**src/dscp_pkg.sv**
```systemverilog
`default_nettype none

package dscp_pkg;

    // ------------------------------------------------------------
    // register space
    // ------------------------------------------------------------
    localparam int unsigned ADDR_W    = 5;
    localparam int unsigned DATA_W    = 8;
    localparam int unsigned NUM_REGS  = 32;
    localparam logic [4:0]  CFG_ADDR  = 5'h00;
    localparam logic [4:0]  ADDR_TOP  = 5'h1f;
    localparam logic [7:0]  CFG_RESET = 8'h00;
    localparam logic [7:0]  REG_RESET = 8'h00;  // default of registers 01h..1fh

    // ------------------------------------------------------------
    // fields of register 00h and of the instruction byte
    // ------------------------------------------------------------
    localparam int unsigned CFG_BIDIR_BIT = 7;
    localparam int unsigned CFG_LSB_BIT   = 6;
    localparam int unsigned CFG_SRST_BIT  = 5;
    localparam int unsigned INS_RW_BIT    = 7;
    localparam int unsigned BIT_LAST      = 7;

    typedef struct packed {
        logic       rd;
        logic [1:0] count_m1;   // byte_count_hi, byte_count_lo
        logic [4:0] addr;       // start_addr_bit4 is addr[4]
    } dscp_instr_t;

    typedef struct packed {
        logic       stb;
        logic [4:0] addr;
        logic [7:0] data;
    } dscp_wr_t;

    typedef enum logic [1:0] {
        DSCP_INSTR = 2'b00,
        DSCP_DATA  = 2'b01,
        DSCP_DONE  = 2'b10
    } dscp_state_t;

endpackage

`default_nettype wire

```
**src/dscp_regfile.sv**
```systemverilog
`timescale 1ns/100ps
`default_nettype none

module dscp_regfile (
    input  wire logic              clk,
    input  wire logic              rst_n,
    input  wire dscp_pkg::dscp_wr_t wr,
    input  wire logic              clr,
    input  wire logic [4:0]        rd_addr,
    output logic [7:0]             rd_data
);

    logic [7:0] mem_q [dscp_pkg::NUM_REGS];

    // ------------------------------------------------------------
    // storage; clear restores defaults of everything above 00h
    // ------------------------------------------------------------
    always_ff @(posedge clk or negedge rst_n) begin
        if (!rst_n) begin
            for (int i = 0; i < dscp_pkg::NUM_REGS; i++) begin
                mem_q[i] <= dscp_pkg::REG_RESET;
            end
        end else if (clr) begin
            for (int i = 1; i < dscp_pkg::NUM_REGS; i++) begin
                mem_q[i] <= dscp_pkg::REG_RESET;
            end
        end else if (wr.stb) begin
            mem_q[wr.addr] <= wr.data;
        end
    end

    // registered read port
    always_ff @(posedge clk or negedge rst_n) begin
        if (!rst_n) begin
            rd_data <= dscp_pkg::REG_RESET;
        end else begin
            rd_data <= mem_q[rd_addr];
        end
    end

endmodule

`default_nettype wire

```
**src/dscp_port.sv**
```systemverilog
`timescale 1ns/100ps
`default_nettype none

// Function
// - Every incoming bit is sampled on a serial clock rising edge.
// - Every read data bit is launched on a serial clock falling edge.
// - Shifting only happens while select is low.
// - Select high puts both data outputs in high impedance.
// - Register 00h bit 7 makes the data pin bidirectional; reset is input-only.
// - In bidirectional mode the separate output pin is never driven.
// - Register 00h bit 6 selects LSB-first order; reset is MSB-first.
// - LSB-first shifts low bit first and increments address per byte.
// - MSB-first shifts high bit first and decrements address per byte.
// - Address wraps 1Fh to 00h upward and 00h to 1Fh downward.
// - New port configuration applies right after its byte completes.
// - Software reset defaults all registers except register 00h.
// - Mirrored pattern to 00h reconfigures and resets in either bit order.
// - Instruction bit 7 high means read, low means write.
// - Instruction bits 6:5 give byte count minus one, bits 4:0 address.
// - Select high then low restarts at instruction; partial byte dropped.
// - Each data byte is written as soon as its last bit arrives.

module dscp_port (
    input  wire logic             clk,
    input  wire logic             rst_n,
    input  wire logic             sclk,
    input  wire logic             port_select_n,
    input  wire logic             sdio_i,
    output logic                  sdio_o,
    output logic                  sdio_oe,
    output logic                  serial_data_out_pin_o,
    output logic                  serial_data_out_pin_oe,
    output logic [7:0]            cfg_reg,
    output dscp_pkg::dscp_wr_t    reg_wr,
    output logic                  soft_reset
);

    // ------------------------------------------------------------
    // pin synchronisers and edge finding
    // ------------------------------------------------------------
    logic [1:0] sclk_sy_q, cs_sy_q, din_sy_q;
    logic       sclk_prev_q;
    logic       rise, fall, cs_hi, din;

    always_ff @(posedge clk or negedge rst_n) begin
        if (!rst_n) begin
            sclk_sy_q   <= 2'b00;
            cs_sy_q     <= 2'b11;
            din_sy_q    <= 2'b00;
            sclk_prev_q <= 1'b0;
        end else begin
            sclk_sy_q   <= {sclk_sy_q[0], sclk};
            cs_sy_q     <= {cs_sy_q[0], port_select_n};
            din_sy_q    <= {din_sy_q[0], sdio_i};
            sclk_prev_q <= sclk_sy_q[1];
        end
    end

    // all three pins share the same latency, so data stays aligned with its edge
    assign cs_hi = cs_sy_q[1];
    assign din   = din_sy_q[1];
    assign rise  = ~cs_hi & sclk_sy_q[1] & ~sclk_prev_q;
    assign fall  = ~cs_hi & ~sclk_sy_q[1] & sclk_prev_q;

    // ------------------------------------------------------------
    // shifter
    // ------------------------------------------------------------
    dscp_pkg::dscp_state_t state_q;
    dscp_pkg::dscp_instr_t ins_q;
    logic [2:0] bit_q;
    logic [6:0] sh_q;
    logic [1:0] left_q;
    logic [4:0] addr_q;
    logic [7:0] rx_byte, rd_mem, tx_byte;
    logic       lsb_first, bidir, byte_done, wr_cycle;
    logic       rd_phase_q;
    logic [4:0] next_addr;

    assign lsb_first = cfg_reg[dscp_pkg::CFG_LSB_BIT];
    assign bidir     = cfg_reg[dscp_pkg::CFG_BIDIR_BIT];

    // assemble the arriving byte in the current bit order
    function automatic logic [7:0] order_byte(input logic [6:0] sh, input logic b,
                                              input logic lsb);
        logic [7:0] r;
        r = lsb ? {b, sh} : {sh, b};
        return r;
    endfunction

    function automatic logic [4:0] step_addr(input logic [4:0] a, input logic up);
        return up ? 5'(a + 5'd1) : 5'(a - 5'd1);
    endfunction

    assign rx_byte   = order_byte(sh_q, din, lsb_first);
    assign byte_done = rise && (bit_q == 3'(dscp_pkg::BIT_LAST)) && state_q != dscp_pkg::DSCP_DONE;
    assign wr_cycle  = byte_done && state_q == dscp_pkg::DSCP_DATA && !ins_q.rd;
    // step uses the configuration in force after this byte, so 00h edits apply at once
    assign next_addr = step_addr(addr_q, (wr_cycle && addr_q == dscp_pkg::CFG_ADDR)
                       ? rx_byte[dscp_pkg::CFG_LSB_BIT] : lsb_first);

    // bit counter and shift register; select high drops any partial byte
    always_ff @(posedge clk or negedge rst_n) begin
        if (!rst_n) begin
            bit_q <= 3'd0;
            sh_q  <= 7'd0;
        end else if (cs_hi) begin
            bit_q <= 3'd0;
        end else if (rise) begin
            bit_q <= 3'(bit_q + 3'd1);
            sh_q  <= lsb_first ? rx_byte[7:1] : rx_byte[6:0];
        end
    end

    // phase sequencing
    always_ff @(posedge clk or negedge rst_n) begin
        if (!rst_n) begin
            state_q <= dscp_pkg::DSCP_INSTR;
            ins_q   <= '0;
            left_q  <= 2'd0;
            addr_q  <= dscp_pkg::CFG_ADDR;
        end else if (cs_hi) begin
            state_q <= dscp_pkg::DSCP_INSTR;
        end else if (byte_done) begin
            if (state_q == dscp_pkg::DSCP_INSTR) begin
                ins_q   <= rx_byte;
                left_q  <= rx_byte[6:5];
                addr_q  <= rx_byte[4:0];
                state_q <= dscp_pkg::DSCP_DATA;
            end else begin
                addr_q <= next_addr;
                left_q <= 2'(left_q - 2'd1);
                if (left_q == 2'd0) begin
                    state_q <= dscp_pkg::DSCP_DONE;
                end
            end
        end
    end

    // ------------------------------------------------------------
    // register writes, port configuration and software reset
    // ------------------------------------------------------------
    logic cfg_hit;
    assign cfg_hit = wr_cycle && addr_q == dscp_pkg::CFG_ADDR;

    always_ff @(posedge clk or negedge rst_n) begin
        if (!rst_n) begin
            reg_wr <= '0;
        end else begin
            reg_wr.stb  <= wr_cycle;
            reg_wr.addr <= addr_q;
            reg_wr.data <= rx_byte;
        end
    end

    // 00h lives here so the shifter sees new settings on the next bit
    always_ff @(posedge clk or negedge rst_n) begin
        if (!rst_n) begin
            cfg_reg    <= dscp_pkg::CFG_RESET;
            soft_reset <= 1'b0;
        end else begin
            soft_reset <= cfg_hit && rx_byte[dscp_pkg::CFG_SRST_BIT];
            if (cfg_hit) begin
                cfg_reg <= rx_byte;
            end
        end
    end

    // soft reset leaves 00h alone since it is held outside the array
    dscp_regfile u_regs (
        .clk     (clk),
        .rst_n   (rst_n),
        .wr      (reg_wr),
        .clr     (soft_reset),
        .rd_addr (addr_q),
        .rd_data (rd_mem)
    );

    // ------------------------------------------------------------
    // read data launch and pin drive
    // ------------------------------------------------------------
    assign tx_byte = (addr_q == dscp_pkg::CFG_ADDR) ? cfg_reg : rd_mem;

    always_ff @(posedge clk or negedge rst_n) begin
        if (!rst_n) begin
            rd_phase_q <= 1'b0;
            sdio_o     <= 1'b0;
        end else begin
            rd_phase_q <= ~cs_hi && state_q != dscp_pkg::DSCP_INSTR && ins_q.rd;
            if (fall) begin
                // bit_q already counts this byte's received edges
                sdio_o <= lsb_first ? tx_byte[bit_q] : tx_byte[3'(7 - bit_q)];
            end
        end
    end

    assign serial_data_out_pin_o = sdio_o;

    // enables are registered and gated by synchronised select, so the pins float one clock after cs_hi rises
    always_ff @(posedge clk or negedge rst_n) begin
        if (!rst_n) begin
            sdio_oe                <= 1'b0;
            serial_data_out_pin_oe <= 1'b0;
        end else begin
            sdio_oe                <= ~cs_hi & rd_phase_q & bidir;
            serial_data_out_pin_oe <= ~cs_hi & rd_phase_q & ~bidir;
        end
    end

    // ------------------------------------------------------------
    // checks
    // ------------------------------------------------------------
    float_cs_a: assert property (@(posedge clk) disable iff (!rst_n)
        cs_hi |=> !sdio_oe && !serial_data_out_pin_oe)
        else $error("data pins driven while select high");

    bidir_quiet_a: assert property (@(posedge clk) disable iff (!rst_n)
        $past(bidir) |-> !serial_data_out_pin_oe)
        else $error("output pin driven in bidirectional mode");

    wrap_up_a: assert property (@(posedge clk) disable iff (!rst_n)
        byte_done && state_q == dscp_pkg::DSCP_DATA && next_addr == 5'h00 && addr_q == 5'h1f
        |=> addr_q == 5'h00)
        else $error("increment wrap wrong");

    step_dir_a: assert property (@(posedge clk) disable iff (!rst_n)
        byte_done && state_q == dscp_pkg::DSCP_DATA && !ins_q.rd && addr_q != 5'h00 && !lsb_first
        && !cfg_hit |=> addr_q == 5'($past(addr_q) - 5'd1))
        else $error("msb first address did not decrement");

    byte_write_a: assert property (@(posedge clk) disable iff (!rst_n)
        wr_cycle |=> reg_wr.stb && reg_wr.data == $past(rx_byte))
        else $error("byte not written on its last bit");

    restart_a: assert property (@(posedge clk) disable iff (!rst_n)
        cs_hi |=> bit_q == 3'd0 && state_q == dscp_pkg::DSCP_INSTR)
        else $error("select high did not restart port");

    launch_fall_a: assert property (@(posedge clk) disable iff (!rst_n)
        $changed(sdio_o) |-> $past(fall))
        else $error("read bit changed off a falling edge");

    cfg_apply_a: assert property (@(posedge clk) disable iff (!rst_n)
        cfg_hit |=> lsb_first == $past(rx_byte[dscp_pkg::CFG_LSB_BIT])
                    && bidir == $past(rx_byte[dscp_pkg::CFG_BIDIR_BIT]))
        else $error("configuration not applied at once");

    soft_rst_a: assert property (@(posedge clk) disable iff (!rst_n)
        soft_reset |=> cfg_reg == $past(cfg_reg))
        else $error("soft reset altered register 00h");

    idle_shift_a: assert property (@(posedge clk) disable iff (!rst_n)
        cs_hi |-> !rise && !fall)
        else $error("shifting while deselected");

endmodule

`default_nettype wire

```
**config.mk**
```make
export PLATFORM = sky130hd
export DESIGN_NAME = dscp_port
export DESIGN_NICKNAME = d
export VERILOG_FILES = /design/src/dscp_pkg.sv /design/src/dscp_regfile.sv /design/src/dscp_port.sv
export SDC_FILE = /design/constraint.sdc
export NUM_CORES = 1
export LEC_CHECK = 0
export ABC_AREA = 1
export BUFFER_PORTS_ARGS = -buffer_cell sky130_fd_sc_hd__buf_4
export CAP_MARGIN = 20
export CORE_MARGIN = 2
export CORE_UTILIZATION = 55
export CTS_BUF_LIST = sky130_fd_sc_hd__clkbuf_16
export DETAILED_ROUTE_END_ITERATION = 6
export PLACE_DENSITY = 0.79
export REMOVE_ABC_BUFFERS = 1
export SETUP_SLACK_MARGIN = 0.2
export SKIP_LAST_GASP = 1
export SLEW_MARGIN = 0
export SYNTH_ARGS = -nofsm -noshare
export SYNTH_HDL_FRONTEND = slang
export SYNTH_SLANG_ARGS = --single-unit
```
**constraint.sdc**
```tcl
create_clock -name clk -period 3.4 [get_ports clk]
set_input_delay 0.17 -clock clk [delete_from_list [all_inputs] [get_ports clk]]
set_output_delay 0.17 -clock clk [all_outputs]
set_load 0.05 [all_outputs]
```
# Yosys cells after proc, flatten, opt, wreduce, memory -nomap -nowiden
# Cells that the tools add are included.
# Widths: inputs -> output; s select.
# totals
reg_bits	318
output_inout_bits	27
wordCells	128
input_bits	5
# op_classes
reduce_logical	23
bitwise	14
n_lt_le_gt_ge	5
n_mux	26
add_sub_neg	5
n_eq_ne	3
# ops
cell	count
$mux 248	2
$bwmux 256	1
$bmux 8 s5	1
$demux 8 s5	1
$mux 8	5
$ge 6x6->1 const B	2
$not 5->6	2
$mux 2	5
$mux 5	2
$logic_and 1x1->1	9
$lt 3x4->1 const B	2
$reduce_and 2->1	4
$reduce_bool 2->1	4
$and 1x1->1	7
$mux 7	1
$bmux 1 s3	2
$lt 6x1->1 const B	1
$mux 3	2
$add 5x1->5 const B	1
$logic_not 5->1	1
$not 1->1	5
$sub 5x1->5 const B	1
$logic_not 2->1	2
$mux 1	4
other kinds (9)	9

# Depth between registers and ports, before layout
# Gate-level depths: netlist (run 1).
# depth
ltp_word	11
mapped_depth	18
ltp_nobuf	18

# By module
# A second synthesis (run 1) with hierarchy kept.
# hier_totals
cells_unflattened	1837
area_unflattened_um2	15358.5
# modules_own_cells
mod	area_each_um2	cells_each	seq_area_each_um2	instances
dscp_regfile	12769.7	1560	6606.3	1
dscp_port	2588.7	277	1353.8	1

# Least setup slack after synthesis (run 1)
# Ideal clock, no wire load.
# synth_path
kind	register to register
startpoint	register cfg_reg[6]
endpoint	register addr_q[4]
required_ns	3.323
n_path_buf	1
synth_period_minus_slack_ns	2.448
path_slack_ns	0.952
stages_incl_launch_ff	15
arrival_ns	2.371
setup_time_ns	0.077
path_cell_list	dfrtp_1 -> clkbuf_1 -> nand2_1 -> o21ai_0 -> inv_1 -> o21ai_2 -> inv_2 -> fa_1 -> nand3_1 -> nand2_1 -> xor2_1 -> inv_1 -> nand2_1 -> nand3_1 -> a21oi_1
# synth_via
elab_chain_cells	4
# synth_rtl
element	line_no	source
from (decl)	dscp_port.sv:33	output logic [7:0] cfg_reg,
from (signal assigned)	dscp_port.sv:158	cfg_reg <= dscp_pkg::CFG_RESET;
from (signal assigned)	dscp_port.sv:163	cfg_reg <= rx_byte;
$mux 8	dscp_port.sv:86	r = lsb ? {b, sh} : {sh, b};
net rx_byte[6]	dscp_port.sv:74	logic [7:0] rx_byte, rd_mem, tx_byte;
$mux 1	dscp_port.sv:99	? rx_byte[dscp_pkg::CFG_LSB_BIT] : lsb_first);
$mux 5	dscp_port.sv:91	return up ? 5'(a + 5'd1) : 5'(a - 5'd1);
$mux 5	dscp_port.sv:124	if (state_q == dscp_pkg::DSCP_INSTR) begin
to (signal assigned)	dscp_port.sv:120	addr_q <= dscp_pkg::CFG_ADDR;
to (signal assigned)	dscp_port.sv:127	addr_q <= rx_byte[4:0];
to (signal assigned)	dscp_port.sv:130	addr_q <= next_addr;
to (decl)	dscp_port.sv:73	logic [4:0] addr_q;
# The timed path passes the listed nets, and every way through them passes these cells.
# A chain may end at the register's enable or synchronous reset.

# Worst setup path after layout (run 1)
# layout_path
startpoint	register bit_q[0]
endpoint	register addr_q[3]
# layout_via
elab_chain_cells	9
word_cells_on_any_way	10
classes_between	eq/ne: 1; mux: 3; reduce/logical: 6
# layout_rtl
element	line_no	source
from (decl)	dscp_port.sv:70	logic [2:0] bit_q;
from (signal assigned)	dscp_port.sv:109	bit_q <= 3'(bit_q + 3'd1);
$eq 3x3->1	dscp_port.sv:95	assign byte_done = rise && (bit_q == 3'(dscp_pkg::BIT_LAST)) && state_q != dscp_pkg::DSCP_DONE;
$logic_and 1x1->1 (2 in a row)	dscp_port.sv:95	
$logic_and 1x1->1 (2 in a row)	dscp_port.sv:96	assign wr_cycle = byte_done && state_q == dscp_pkg::DSCP_DATA && !ins_q.rd;
net wr_cycle	dscp_port.sv:75	logic lsb_first, bidir, byte_done, wr_cycle;
$logic_and 1x1->1	dscp_port.sv:98	assign next_addr = step_addr(addr_q, (wr_cycle && addr_q == dscp_pkg::CFG_ADDR)
$mux 1	dscp_port.sv:99	
$mux 5	dscp_port.sv:91	
$mux 5	dscp_port.sv:124	
# The timed path passes the listed nets, and every way through them passes these cells.

==> qor.yml, run 1 <==
min-delay-start: "port_select_n"
r2r_cells: 15
status: "finished with violations"
crit_start: "bit_q[0]"
path_class: "flip-flop to flip-flop"
hold_end: "cs_sy_q[0]"
ir_worst_vdd_mv: 0.421
drt_wl_total_mm: 43.3
place.gp.congestion: 0.940
p_int_mw: 5.86
antenna_found_initial: 0
total_power_mw: 7.72
fp.dieH_um: 167
r2r_end: "addr_q[3]"
dieArea_sq_um: 27800
netlist_area_sq_um: 14600
dieWidth_um: 167
via_count: 12891
insertion_delay_ns: 0.52
switchingPower_mw: 1.86
pre_cts_slack_ns: 0.492
max_stage_delay_ns: 0.46
tightest_slew_ns: 0.943
violations: "DRC"
dr.first_iter.drc_count: 2213
grt_pass1_vias: 12140
ys.flop_type: "dfrtp_1"
hpwlAfterDp_mm: 27.1
grt_pass1_wl_mm: 68.2
period_needed_ns: 2.87
max_freq_ghz: 0.348
power_frac_comb: 0.050
cts_setup_buffers: 0
power.density_nw_per_um2: 475
cts-buffers-inserted: 34
wire_per_inst_um: 21.4
grt_max_degree: 117
rrSetupSlack_ns: 0.53
track_usage: 0.309
setup_slack_ns: 0.529
cp_cell_sequence: "ha_1 > ha_1 > inv_1 > nor2_1 > inv_1 > nor2_1 > nand2_2 > o21ai_2 > inv_2 > ha_1 > a21o_1 > a31oi_1 > xnor2_1 > o21ai_0 > o21ai_0"
synth-edff-count: 0
htree_levels: 2
overflow: 0
seq_area_frac_synth: 0.547
critPathArrivalTime_ns: 3.22
slew_headroom: 0.371
viasPerCell: 6.38
cpMostUsedCell: "ha_1"
power_leakage_nw: 7.00
ios: 32
end_kind: "flip-flop"
hold_path_depth: 2
p_clk_frac: 0.449
drtPass1Iterations: 7
rsz0062_at_grt: "no"
synth.avg_cell_area_sq_um: 8.81
cts.sinks: 318
hold_viol: 0
critPathMaxFanout: 15
top_register: "u_regs.mem_q"
nNetsFinal: 1673
port_buffers: 31
cts_tree: "done"
crit_slowest_cell: "dfrtp_2"
core_area_sq_um: 26000
detail-route-antenna-nets: 0
cts-root-buf: "clkbuf_16"
cts.clk_slew.worst_paths_ns: 0.06
start_util: 0.560
synth_top_area_share: 0.543
largest_reg_flops: 256
ys_types: 38
antenna_cells: 0
reg_top3: "u_regs.mem_q: 256 flops, reg_wr: 14 flops"
yosys_register_bits: 318
drc_errors: 5
finClkSkew_ns: 0.0110
hold_class: "input pin to flip-flop"
final_layout_size_suffix_gt1_frac: 0.0889
netlist_instances: 1652
setup_viol: 0
critical_path_required_ns: 3.75
core.rowCount: 59
timing.rr.start: "bit_q[0]"
synthTopCellsByArea: "dfrtp_1 54%, o21ai_0 9.1%, o22ai_1 6.8%"
synth_warnings: 0
swShare: 0.241
cts_buffer_depth: 3
start_kind: "flip-flop"
final_area_sq_um: 16300
synth_top_area_cell: "dfrtp_1"
slew_viol_final: 0
syn_to_final_growth_pct: 11.8
dpl_cell_area_sq_um: 15200
max_cap_violations: 0
period_share: 0.844
ys_async_sr_fraction: 1.00
seqPwrFrac: 0.502
-- power groups by stage --
stage,combinational [mW],clock [mW],sequential (mW)
after floorplan,0.0911,0,4.00
after global placement,0.370,0,3.94
after detailed placement,0.373,0,3.94
after CTS,0.379,3.47,3.87
after global routing,0.412,3.63,3.88
final,0.383,3.46,3.87
-- Yosys cell counts (2+ instances only) --
master      n
nand2_1    94
buf_2      14
ha_1        6
a21oi_1   106
clkinv_1    8
nor2_1     90
nand3_1   157
o21ai_0   264
inv_2      14
clkbuf_1   68
nor3_1      5
o21ai_1    24
a31oi_1     8
buf_4       3
inv_1     219
nor3_2      2
o22ai_1   158
nand4_1    10
buf_1      14
dfrtp_1   316
mux2_2     10
o211ai_1   45
dfstp_2     2
-- worst max-delay path, delay by kind of cell (launching register included) --
| kind | cells | cell delay (ns) |
|---|---|---|
| compound gates | 5 | 0.80 |
| xor+xnor | 1 | 0.08 |
| fa+ha+maj | 3 | 0.66 |
| buf+inv | 3 | 0.20 |
| flops | 1 | 0.46 |
| simple gates | 3 | 0.49 |
-- per-layer routing --
metal / track usage / routed length, um / part of all wire / vias up
li1: - / - / - / 5756
met1: 0.461 / 17900 / 0.41 / 6211
met2: 0.458 / 19100 / 0.44 / 774
met3: 0.0449 / 4340 / 0.10 / 150
met4: 0.124 / 1980 / 0.046 / 0
met5: 0 / 0 / 0 / -
-- final cells by class --
type / count / area, sq um
Tap cell: 335 / 419
Clock buffer: 37 / 926
Sequential cell: 318 / 7960
Inverter: 241 / 908
Fill cell: 2179 / 9720
Clock inverter: 25 / 106
Multi-Input combinational cell: 993 / 5270
Timing Repair Buffer: 73 / 666
-- cell usage in the layout, fill, tap and decap left out, drive strengths merged --
cell type    instances
a21o                 1
a21oi              106
a31o                 1
a31oi                8
buf                 69
clkbuf              37
clkinv              23
clkinvlp             2
dfrtp              316
dfstp                2
dlygate4sd3          4
fa                   1
ha                   6
inv                241
mux2                10
nand2               95
nand3              158
nand3b               1
nand4               10
nor2                92
nor3                 7
nor4                 1
o211ai              45
o21a                 1
o21ai              289
o22ai              158
o31ai                1
xnor2                1
xor2                 1
-- how the worst max path moves through the flow --
stage / end / depth (start not counted)
after floorplan: u_regs.mem_q[167] / 3
after global placement: addr_q[4] / 17
after detailed placement: addr_q[3] / 15
after CTS: addr_q[3] / 15
after global routing: addr_q[3] / 15
final: addr_q[3] / 15
-- logic make-up after synthesis --
logic type                 after synthesis  synth area share
AOI/OAI and AO/OA                      610             0.233
xor gates and xnor gates                 2           0.00120
adders and majority gates                7           0.00654
buffers and inverters                  341            0.0905
DFF                                    318             0.547
muxes                                   10           0.00774
and+or+nand+nor                        364             0.114
-- per-stage QoR --
stage	util	cells	hold WS [ns]	TNS, ns
6_report	0.626	2022	0.299	0
5_1_grt	0.626	2022	0.296	0
4_1_cts	0.626	2022	0.305	0
3_5_place_dp	0.585	1956	0.281	0
3_3_place_gp	0.585	1956	0.279	0
2_1_floorplan	-	1552	-0.126	-119.48
-- repair_timing --
item,CTS,global route
hold buffers,4,0
setup endpoints to repair,0,2
gates resized for setup,0,1
endpoints found under the hold margin,115,0
No activity file was read; power rests on OpenSTA's default activity.
==> run 2, diff against run 1 <==
Settings changed: ABC_AREA 1 to 0.
Clock period 3.4 ns to 3 ns, I/O delays scaled along.
==> run 2 against run 1 <==
Against the previous run: the flow now finishes without violations; fmax decreased by 0.16%; sequential share of layout area is 2.6 points lower; combinational power rose by 56%; register-to-register slack worse by 0.40 ns; setup slack got worse by 0.40 ns; clock skew increased by 0.0049 ns; sequential cell count stayed put; core utilization increased by 1.2 points; first-iteration DRC count shrank 48%; clock power grew 27%; sequential power up 17%.
==> qor.yml, run 2 <==
ios: 32  # unchanged
use_met3: 0.0387  # -0.00620
final_layout_size_suffix_gt1_frac: 0.205  # +0.116
nNetsFinal: 1310  # -22%
rsz0062_at_grt: "yes"
slew_headroom: 0.240  # -0.131
ys_async_sr_fraction: 1.00  # unchanged
tightest_slew_ns: 1.14  # +0.198 ns
reg_top3: "u_regs.mem_q: 256 flops, reg_wr: 14 flops"
synth-edff-count: 0  # unchanged
ir_worst_vdd_mv: 0.295  # -30%
synth_top_area_share: 0.524  # -0.0191
r2r_cells: 10  # -5
cts.clk_slew.worst_paths_ns: 0.06  # about the same
dr.first_iter.drc_count: 1159  # -48%
synth_warnings: 0  # unchanged
antenna_cells: 0  # unchanged
busiest_layer: "met2"
cts-buffers-inserted: 35  # +2.9%
synth_most_common_cell: "dfrtp_1"
rrSetupSlack_ns: 0.12  # -0.40 ns
dieArea_sq_um: 28800  # +3.5%
grt_pass1_vias: 10630  # -12%
wire_per_inst_um: 22.5  # +5.3%
htree_levels: 2  # unchanged
largest_reg_flops: 256  # unchanged
track_usage: 0.272  # -0.0371
period_needed_ns: 2.88  # +0.00468 ns
grt_util_met1: 0.388  # -0.0722
path_class: "flip-flop to flip-flop"
viasPerCell: 6.24  # -2.2%
grt_max_degree: 133  # +14%
synth_common_cells: "316 x dfrtp_1, 241 x nor2_1, 220 x mux2i_1"
power.density_nw_per_um2: 556  # +17%
crit_start: "addr_q[0]"
layout_common_cells: "313 x dfrtp_1, 240 x nor2_1, 219 x mux2i_1"
seq_area_frac_synth: 0.528  # -0.0192
total_power_mw: 9.55  # +24%
syn_to_final_growth_pct: 13.9
critPathArrivalTime_ns: 3.28  # +0.06 ns
max_cap_violations: 0  # unchanged
hold_viol: 0  # unchanged
drc_errors: 0  # -5
synthTopCellsByArea: "dfrtp_1 52%, mux2i_1 15%, mux4_2 12%"
period_share: 0.958  # +0.114
setup_viol: 0  # unchanged
fp.dieH_um: 170  # +1.8%
dpl_cell_area_sq_um: 15900  # +4.8%
place.gp.congestion: 0.831  # -12%
antenna_found_initial: 0  # unchanged
port_buffers: 31  # unchanged
final_area_sq_um: 17200  # +5.7%
power_leakage_nw: 8.39  # +20%
slew_viol_final: 0  # unchanged
ys.flop_type: "dfrtp_1"
cts_tree: "done"
max_freq_ghz: 0.348  # -0.16%
cts-root-buf: "clkbuf_16"
critPathMaxFanout: 4  # -11
detail-route-antenna-nets: 0  # unchanged
top_register: "u_regs.mem_q"
layout_commonest_cell: "dfrtp_1"
via_count: 10379  # -19%
cts_buffer_depth: 3  # unchanged
netlist_area_sq_um: 15100  # +3.6%
start_util: 0.560  # about the same
netlist_instances: 1258  # -24%
finClkSkew_ns: 0.0158  # +0.00486 ns
start_kind: "flip-flop"
drt_wl_total_mm: 37.5  # -13%
ys_types: 47  # +24%
overflow: 0  # unchanged
cts.sinks: 318  # unchanged
insertion_delay_ns: 0.52  # about the same
drtPass1Iterations: 5  # -2
core.rowCount: 60  # +1.7%
yosys_register_bits: 318  # unchanged
dieWidth_um: 170  # +1.8%
status: "finished, final reports clean"
critical_path_required_ns: 3.40  # -0.35 ns
core_area_sq_um: 27000  # +3.7%
synth.avg_cell_area_sq_um: 12.0  # +36%
hpwlAfterDp_mm: 23.4  # -14%
synth_top_area_cell: "dfrtp_1"
r2r_end: "addr_q[4]"
hold_class: "input pin to asynchronous set/reset pin"
grt_pass1_wl_mm: 60.4  # -11%
end_kind: "flip-flop"
timing.rr.start: "addr_q[0]"
grtUsageMet2: 0.430  # -0.0287
run 2: stage by stage:
stage | worst slack, ns | hold slack, ns | setup TNS (ns) | util | std cells
after floorplan | -2.27 | -0.146 | -452.93 | - | 1158
after global placement | -0.0741 | 0.251 | -0.0946 | 0.591 | 1597
after detailed placement | -0.189 | 0.253 | -0.340 | 0.591 | 1597
after CTS | 0.112 | 0.284 | 0 | 0.637 | 1664
after global routing | -0.00238 | 0.289 | -0.00238 | 0.638 | 1664
final | 0.125 | 0.281 | 0 | 0.638 | 1664
run 2: critical path: stages, from the launching register on:
cell	delay, ns
dfrtp_4	0.48
or4_4	0.54
nor4_4	0.33
mux2i_4	0.14
buf_4	0.16
fa_2	0.35
a21o_1	0.20
a21oi_2	0.14
xnor2_1	0.15
mux2i_1	0.21
a21oi_1	0.08
run 2: power by group:
part / internal, mW / switching (mW)
clock: 2.66 / 1.75
sequential: 4.34 / 0.200
combinational: 0.174 / 0.423
run 2: cell type report:
class                      instances  area [sq um]
timing repair buffer             103           845
clock buffer                      37           926
tap                              341           427
fill                            1969          9770
clock inverter                    25           245
multi-input combinational        829          6730
inverter                          11          41.3
sequential                       318          7970
run 2: worst max-delay path by stage:
stage | slack [ns] | endpoint
final | 0.12 | addr_q[4]
after global routing | -0.002 | addr_q[3]
after CTS | 0.11 | addr_q[3]
after detailed placement | -0.19 | addr_q[4]
after global placement | -0.07 | addr_q[4]
after floorplan | -2.27 | u_regs.mem_q[248]
run 2: logic make-up (layout without fill, tap and decap cells):
kind of cell / Yosys count / count (layout) / share of synthesized area
simple gates: 397 / 397 / 0.113
mux: 321 / 321 / 0.283
flops: 318 / 318 / 0.528
buf+inv: 111 / 176 / 0.0290
compound gates: 100 / 100 / 0.0380
fa+ha+maj: 7 / 7 / 0.00631
xor+xnor: 4 / 4 / 0.00232
run 2: repair_timing:
item,4_1_cts,5_1_grt
setup buffers,1,0
gates resized for setup,6,3
hold buffers,4,0
endpoints found under the hold margin,98,0
cloned,0,0
pin swaps,7,1
setup endpoints to repair,4,12
run 2: metal layers:
metal / routed length, um / part of all wire / vias up
li1: - / - / 4514
met1: 15700 / 0.42 / 5353
met2: 18000 / 0.48 / 422
met3: 2460 / 0.066 / 90
met4: 1280 / 0.034 / 0
met5: 0 / 0 / -
==> run 3, diff against run 2 <==
Settings changed: CELL_PAD_IN_SITES_DETAIL_PLACEMENT set to 1, CELL_PAD_IN_SITES_GLOBAL_PLACEMENT set to 1, CORE_UTILIZATION 55 to 52, PLACE_DENSITY 0.79 to 0.88, SLEW_MARGIN 0 to unset.
Clock period 3 ns to 2.76 ns, I/O delays scaled along.
==> run 3 against run 2 <==
Against the previous run: the run now ends with setup timing left; critical path depth decreased by 1; core utilization decreased by 2.9 points; die area increased by 5.6%; sequential cell count unchanged; wire length increased by 29%; global-route usage increased by 5.6 points; sequential power increased by 7.7%; final cell count increased by 3.1%; fmax decreased by 2.9%; clock power increased by 6.8%; count of clock-buffer cells in the layout unchanged; critical path type unchanged; critical endpoint is now addr_q[3].
==> qor.yml, run 3 (same netlist as run 2, synthesis figures left out) <==
grt_pass1_wl_mm: 75.4  # +25%
setup_slack_ns: -0.202  # -0.326 ns
wire_per_inst_um: 28.2  # +25%
power.density_nw_per_um2: 594  # +6.9%
fp.dieH_um: 174  # +2.8%
seqPwrFrac: 0.473  # -0.002
viasPerCell: 6.47  # +3.8%
antenna_found_initial: 2  # +2
status: "finished with violations"
ios: 32  # unchanged
cts_buffer_depth: 3  # unchanged
cts-root-buf: "clkbuf_16"
rsz0062_at_grt: "yes"
max_cap_violations: 0  # unchanged
critical_path_required_ns: 3.17  # -0.23 ns
antenna_cells: 0  # unchanged
dpl_cell_area_sq_um: 16000  # +0.78%
final_layout_size_suffix_gt1_frac: 0.213  # +0.00838
largest_reg_flops: 256  # unchanged
cts-buffers-inserted: 36  # +2.9%
ir_worst_vdd_mv: 0.384  # +30%
start_util: 0.527  # -0.0327
critPathArrivalTime_ns: 3.37  # +0.09 ns
critPathMaxFanout: 3  # -1
hold_class: "input pin to asynchronous set/reset pin"
grt_max_degree: 149  # +12%
dieWidth_um: 174  # +2.8%
port_buffers: 31  # unchanged
dr.first_iter.drc_count: 1015  # -12%
cts.sinks: 318  # unchanged
nFillCells: 2788  # +42%
swShare: 0.255  # +0.00674
start_kind: "flip-flop"
layout_common_cells: "313 x dfrtp_1, 240 x nor2_1, 219 x mux2i_1"
overflow: 0  # unchanged
place.gp.congestion: 0.825  # -0.76%
grt_util_met1: 0.418  # +0.0292
via_count: 11109  # +7.0%
path_class: "flip-flop to flip-flop"
cts.clk_slew.worst_paths_ns: 0.07  # about the same
switchingPower_mw: 2.64  # +11%
syn_to_final_growth_pct: 15.5
use_met3: 0.0647  # +0.0260
cts_tree: "done"
placed_cells: 1646  # +3.1%
insertion_delay_ns: 0.52  # about the same
period_share: 1.07  # +0.115
power_leakage_nw: 8.47  # +1.0%
drt_wl_total_mm: 48.3  # +29%
busiest_layer: "met2"
period_needed_ns: 2.96  # +0.0864 ns
finClkSkew_ns: 0.0172  # +0.00137 ns
fin_cells: 1716  # +3.1%
drtPass1Iterations: 5  # unchanged
nNetsFinal: 1322  # +0.92%
end_kind: "flip-flop"
power_frac_comb: 0.072  # +0.010
slew_viol_final: 0  # unchanged
final_area_sq_um: 17400  # +1.4%
tightest_slew_ns: 1.03  # -0.105 ns
p_int_mw: 7.70  # +7.4%
drc_errors: 0  # unchanged
reg_top3: "u_regs.mem_q: 256 flops, reg_wr: 14 flops"
setup_viol: 3  # +3
core_area_sq_um: 28600  # +6.2%
layout_commonest_cell: "dfrtp_1"
holdWs_ns: 0.225  # -0.0558 ns
htree_levels: 2  # unchanged
p_clk_frac: 0.455  # -0.007
grtUsageMet2: 0.542  # +0.112
detail-route-antenna-nets: 0  # unchanged
dieArea_sq_um: 30400  # +5.6%
track_usage: 0.328  # +0.0560
core.rowCount: 62  # +3.3%
max_freq_ghz: 0.338  # -2.9%
top_register: "u_regs.mem_q"
grt_pass1_vias: 12325  # +16%
violations: "setup timing"
hpwlAfterDp_mm: 27.7  # +18%
slew_headroom: 0.310  # +0.0703
finalSetupTns_ns: -0.442  # -0.442 ns
hold_viol: 0  # unchanged
## run 3: changes by cell type in the layout (fill, tap and decap cells not counted), moves of 3 or more
cell / delta
clkinv_1: -4
inv_1: +6
ha_4: +3
buf_16: +3
ha_1: -4
buf_4: +7
clkinv_2: -3
## run 3: path summary, 6_finish.rpt
path	from	to	slack (ns)	depth (start not counted)
hold / removal	rst_n	u_regs.mem_q[122]	0.23	2
setup reg to reg	addr_q[0]	addr_q[3]	-0.20	9
hold reg to reg	din_sy_q[0]	din_sy_q[1]	0.35	0
min in group clk	sdio_i	din_sy_q[0]	0.27	2
setup / recovery	addr_q[0]	addr_q[3]	-0.20	9
max in group asynchronous	rst_n	cs_sy_q[1]	1.67	3
## run 3: metal layers
layer  vias up  routed length (um)
met2       564               23700
met4         4                2460
met5         -                  24
li1       4526                   -
met3       196                3490
met1      5819               18700
## run 3: power groups by stage
stage | combinational [mW] | clock, mW | sequential [mW]
after CTS | 0.709 | 4.78 | 4.90
after global placement | 0.668 | 0 | 4.97
after detailed placement | 0.690 | 0 | 4.98
final | 0.748 | 4.71 | 4.89
after floorplan | 0.137 | 0 | 5.09
after global routing | 0.786 | 4.95 | 4.89
## run 3: timing repair
action,CTS,global route
hold endpoints to repair,79,0
pin swaps,14,4
endpoints found under the setup margin,12,11
gates cloned,1,0
resized for setup,13,6
hold buffers,4,0
buffers inserted,2,2
## run 3: per-stage QoR
| stage | worst slack [ns] | util | power, mW |
|---|---|---|---|
| after floorplan | -2.51 | - | 5.23 |
| after detailed placement | -0.378 | 0.560 | 5.67 |
| final | -0.202 | 0.608 | 10.3 |
| after CTS | -0.152 | 0.606 | 10.4 |
| after global placement | -0.290 | 0.560 | 5.64 |
| after global routing | -0.278 | 0.608 | 10.6 |
## run 3: critical path: stages (launching register included)
cell and delay [ns]:
dfrtp_4 0.48, or4_4 0.54, nor4_4 0.30, mux2i_2 0.34, ha_1 0.29, a21o_1 0.22
a21oi_4 0.17, xor2_2 0.16, a22oi_1 0.09, o22a_1 0.26
## run 3: area by class of cell
cell class	count	area, sq um	share of cell area
Sequential cell	318	7970	0.458
Multi-Input combinational cell	829	6800	0.390
Timing Repair Buffer	114	1000	0.0574
Clock buffer	37	926	0.0532
Tap cell	384	480	0.0276
Clock inverter	23	204	0.0117
Inverter	11	41.3	0.00237
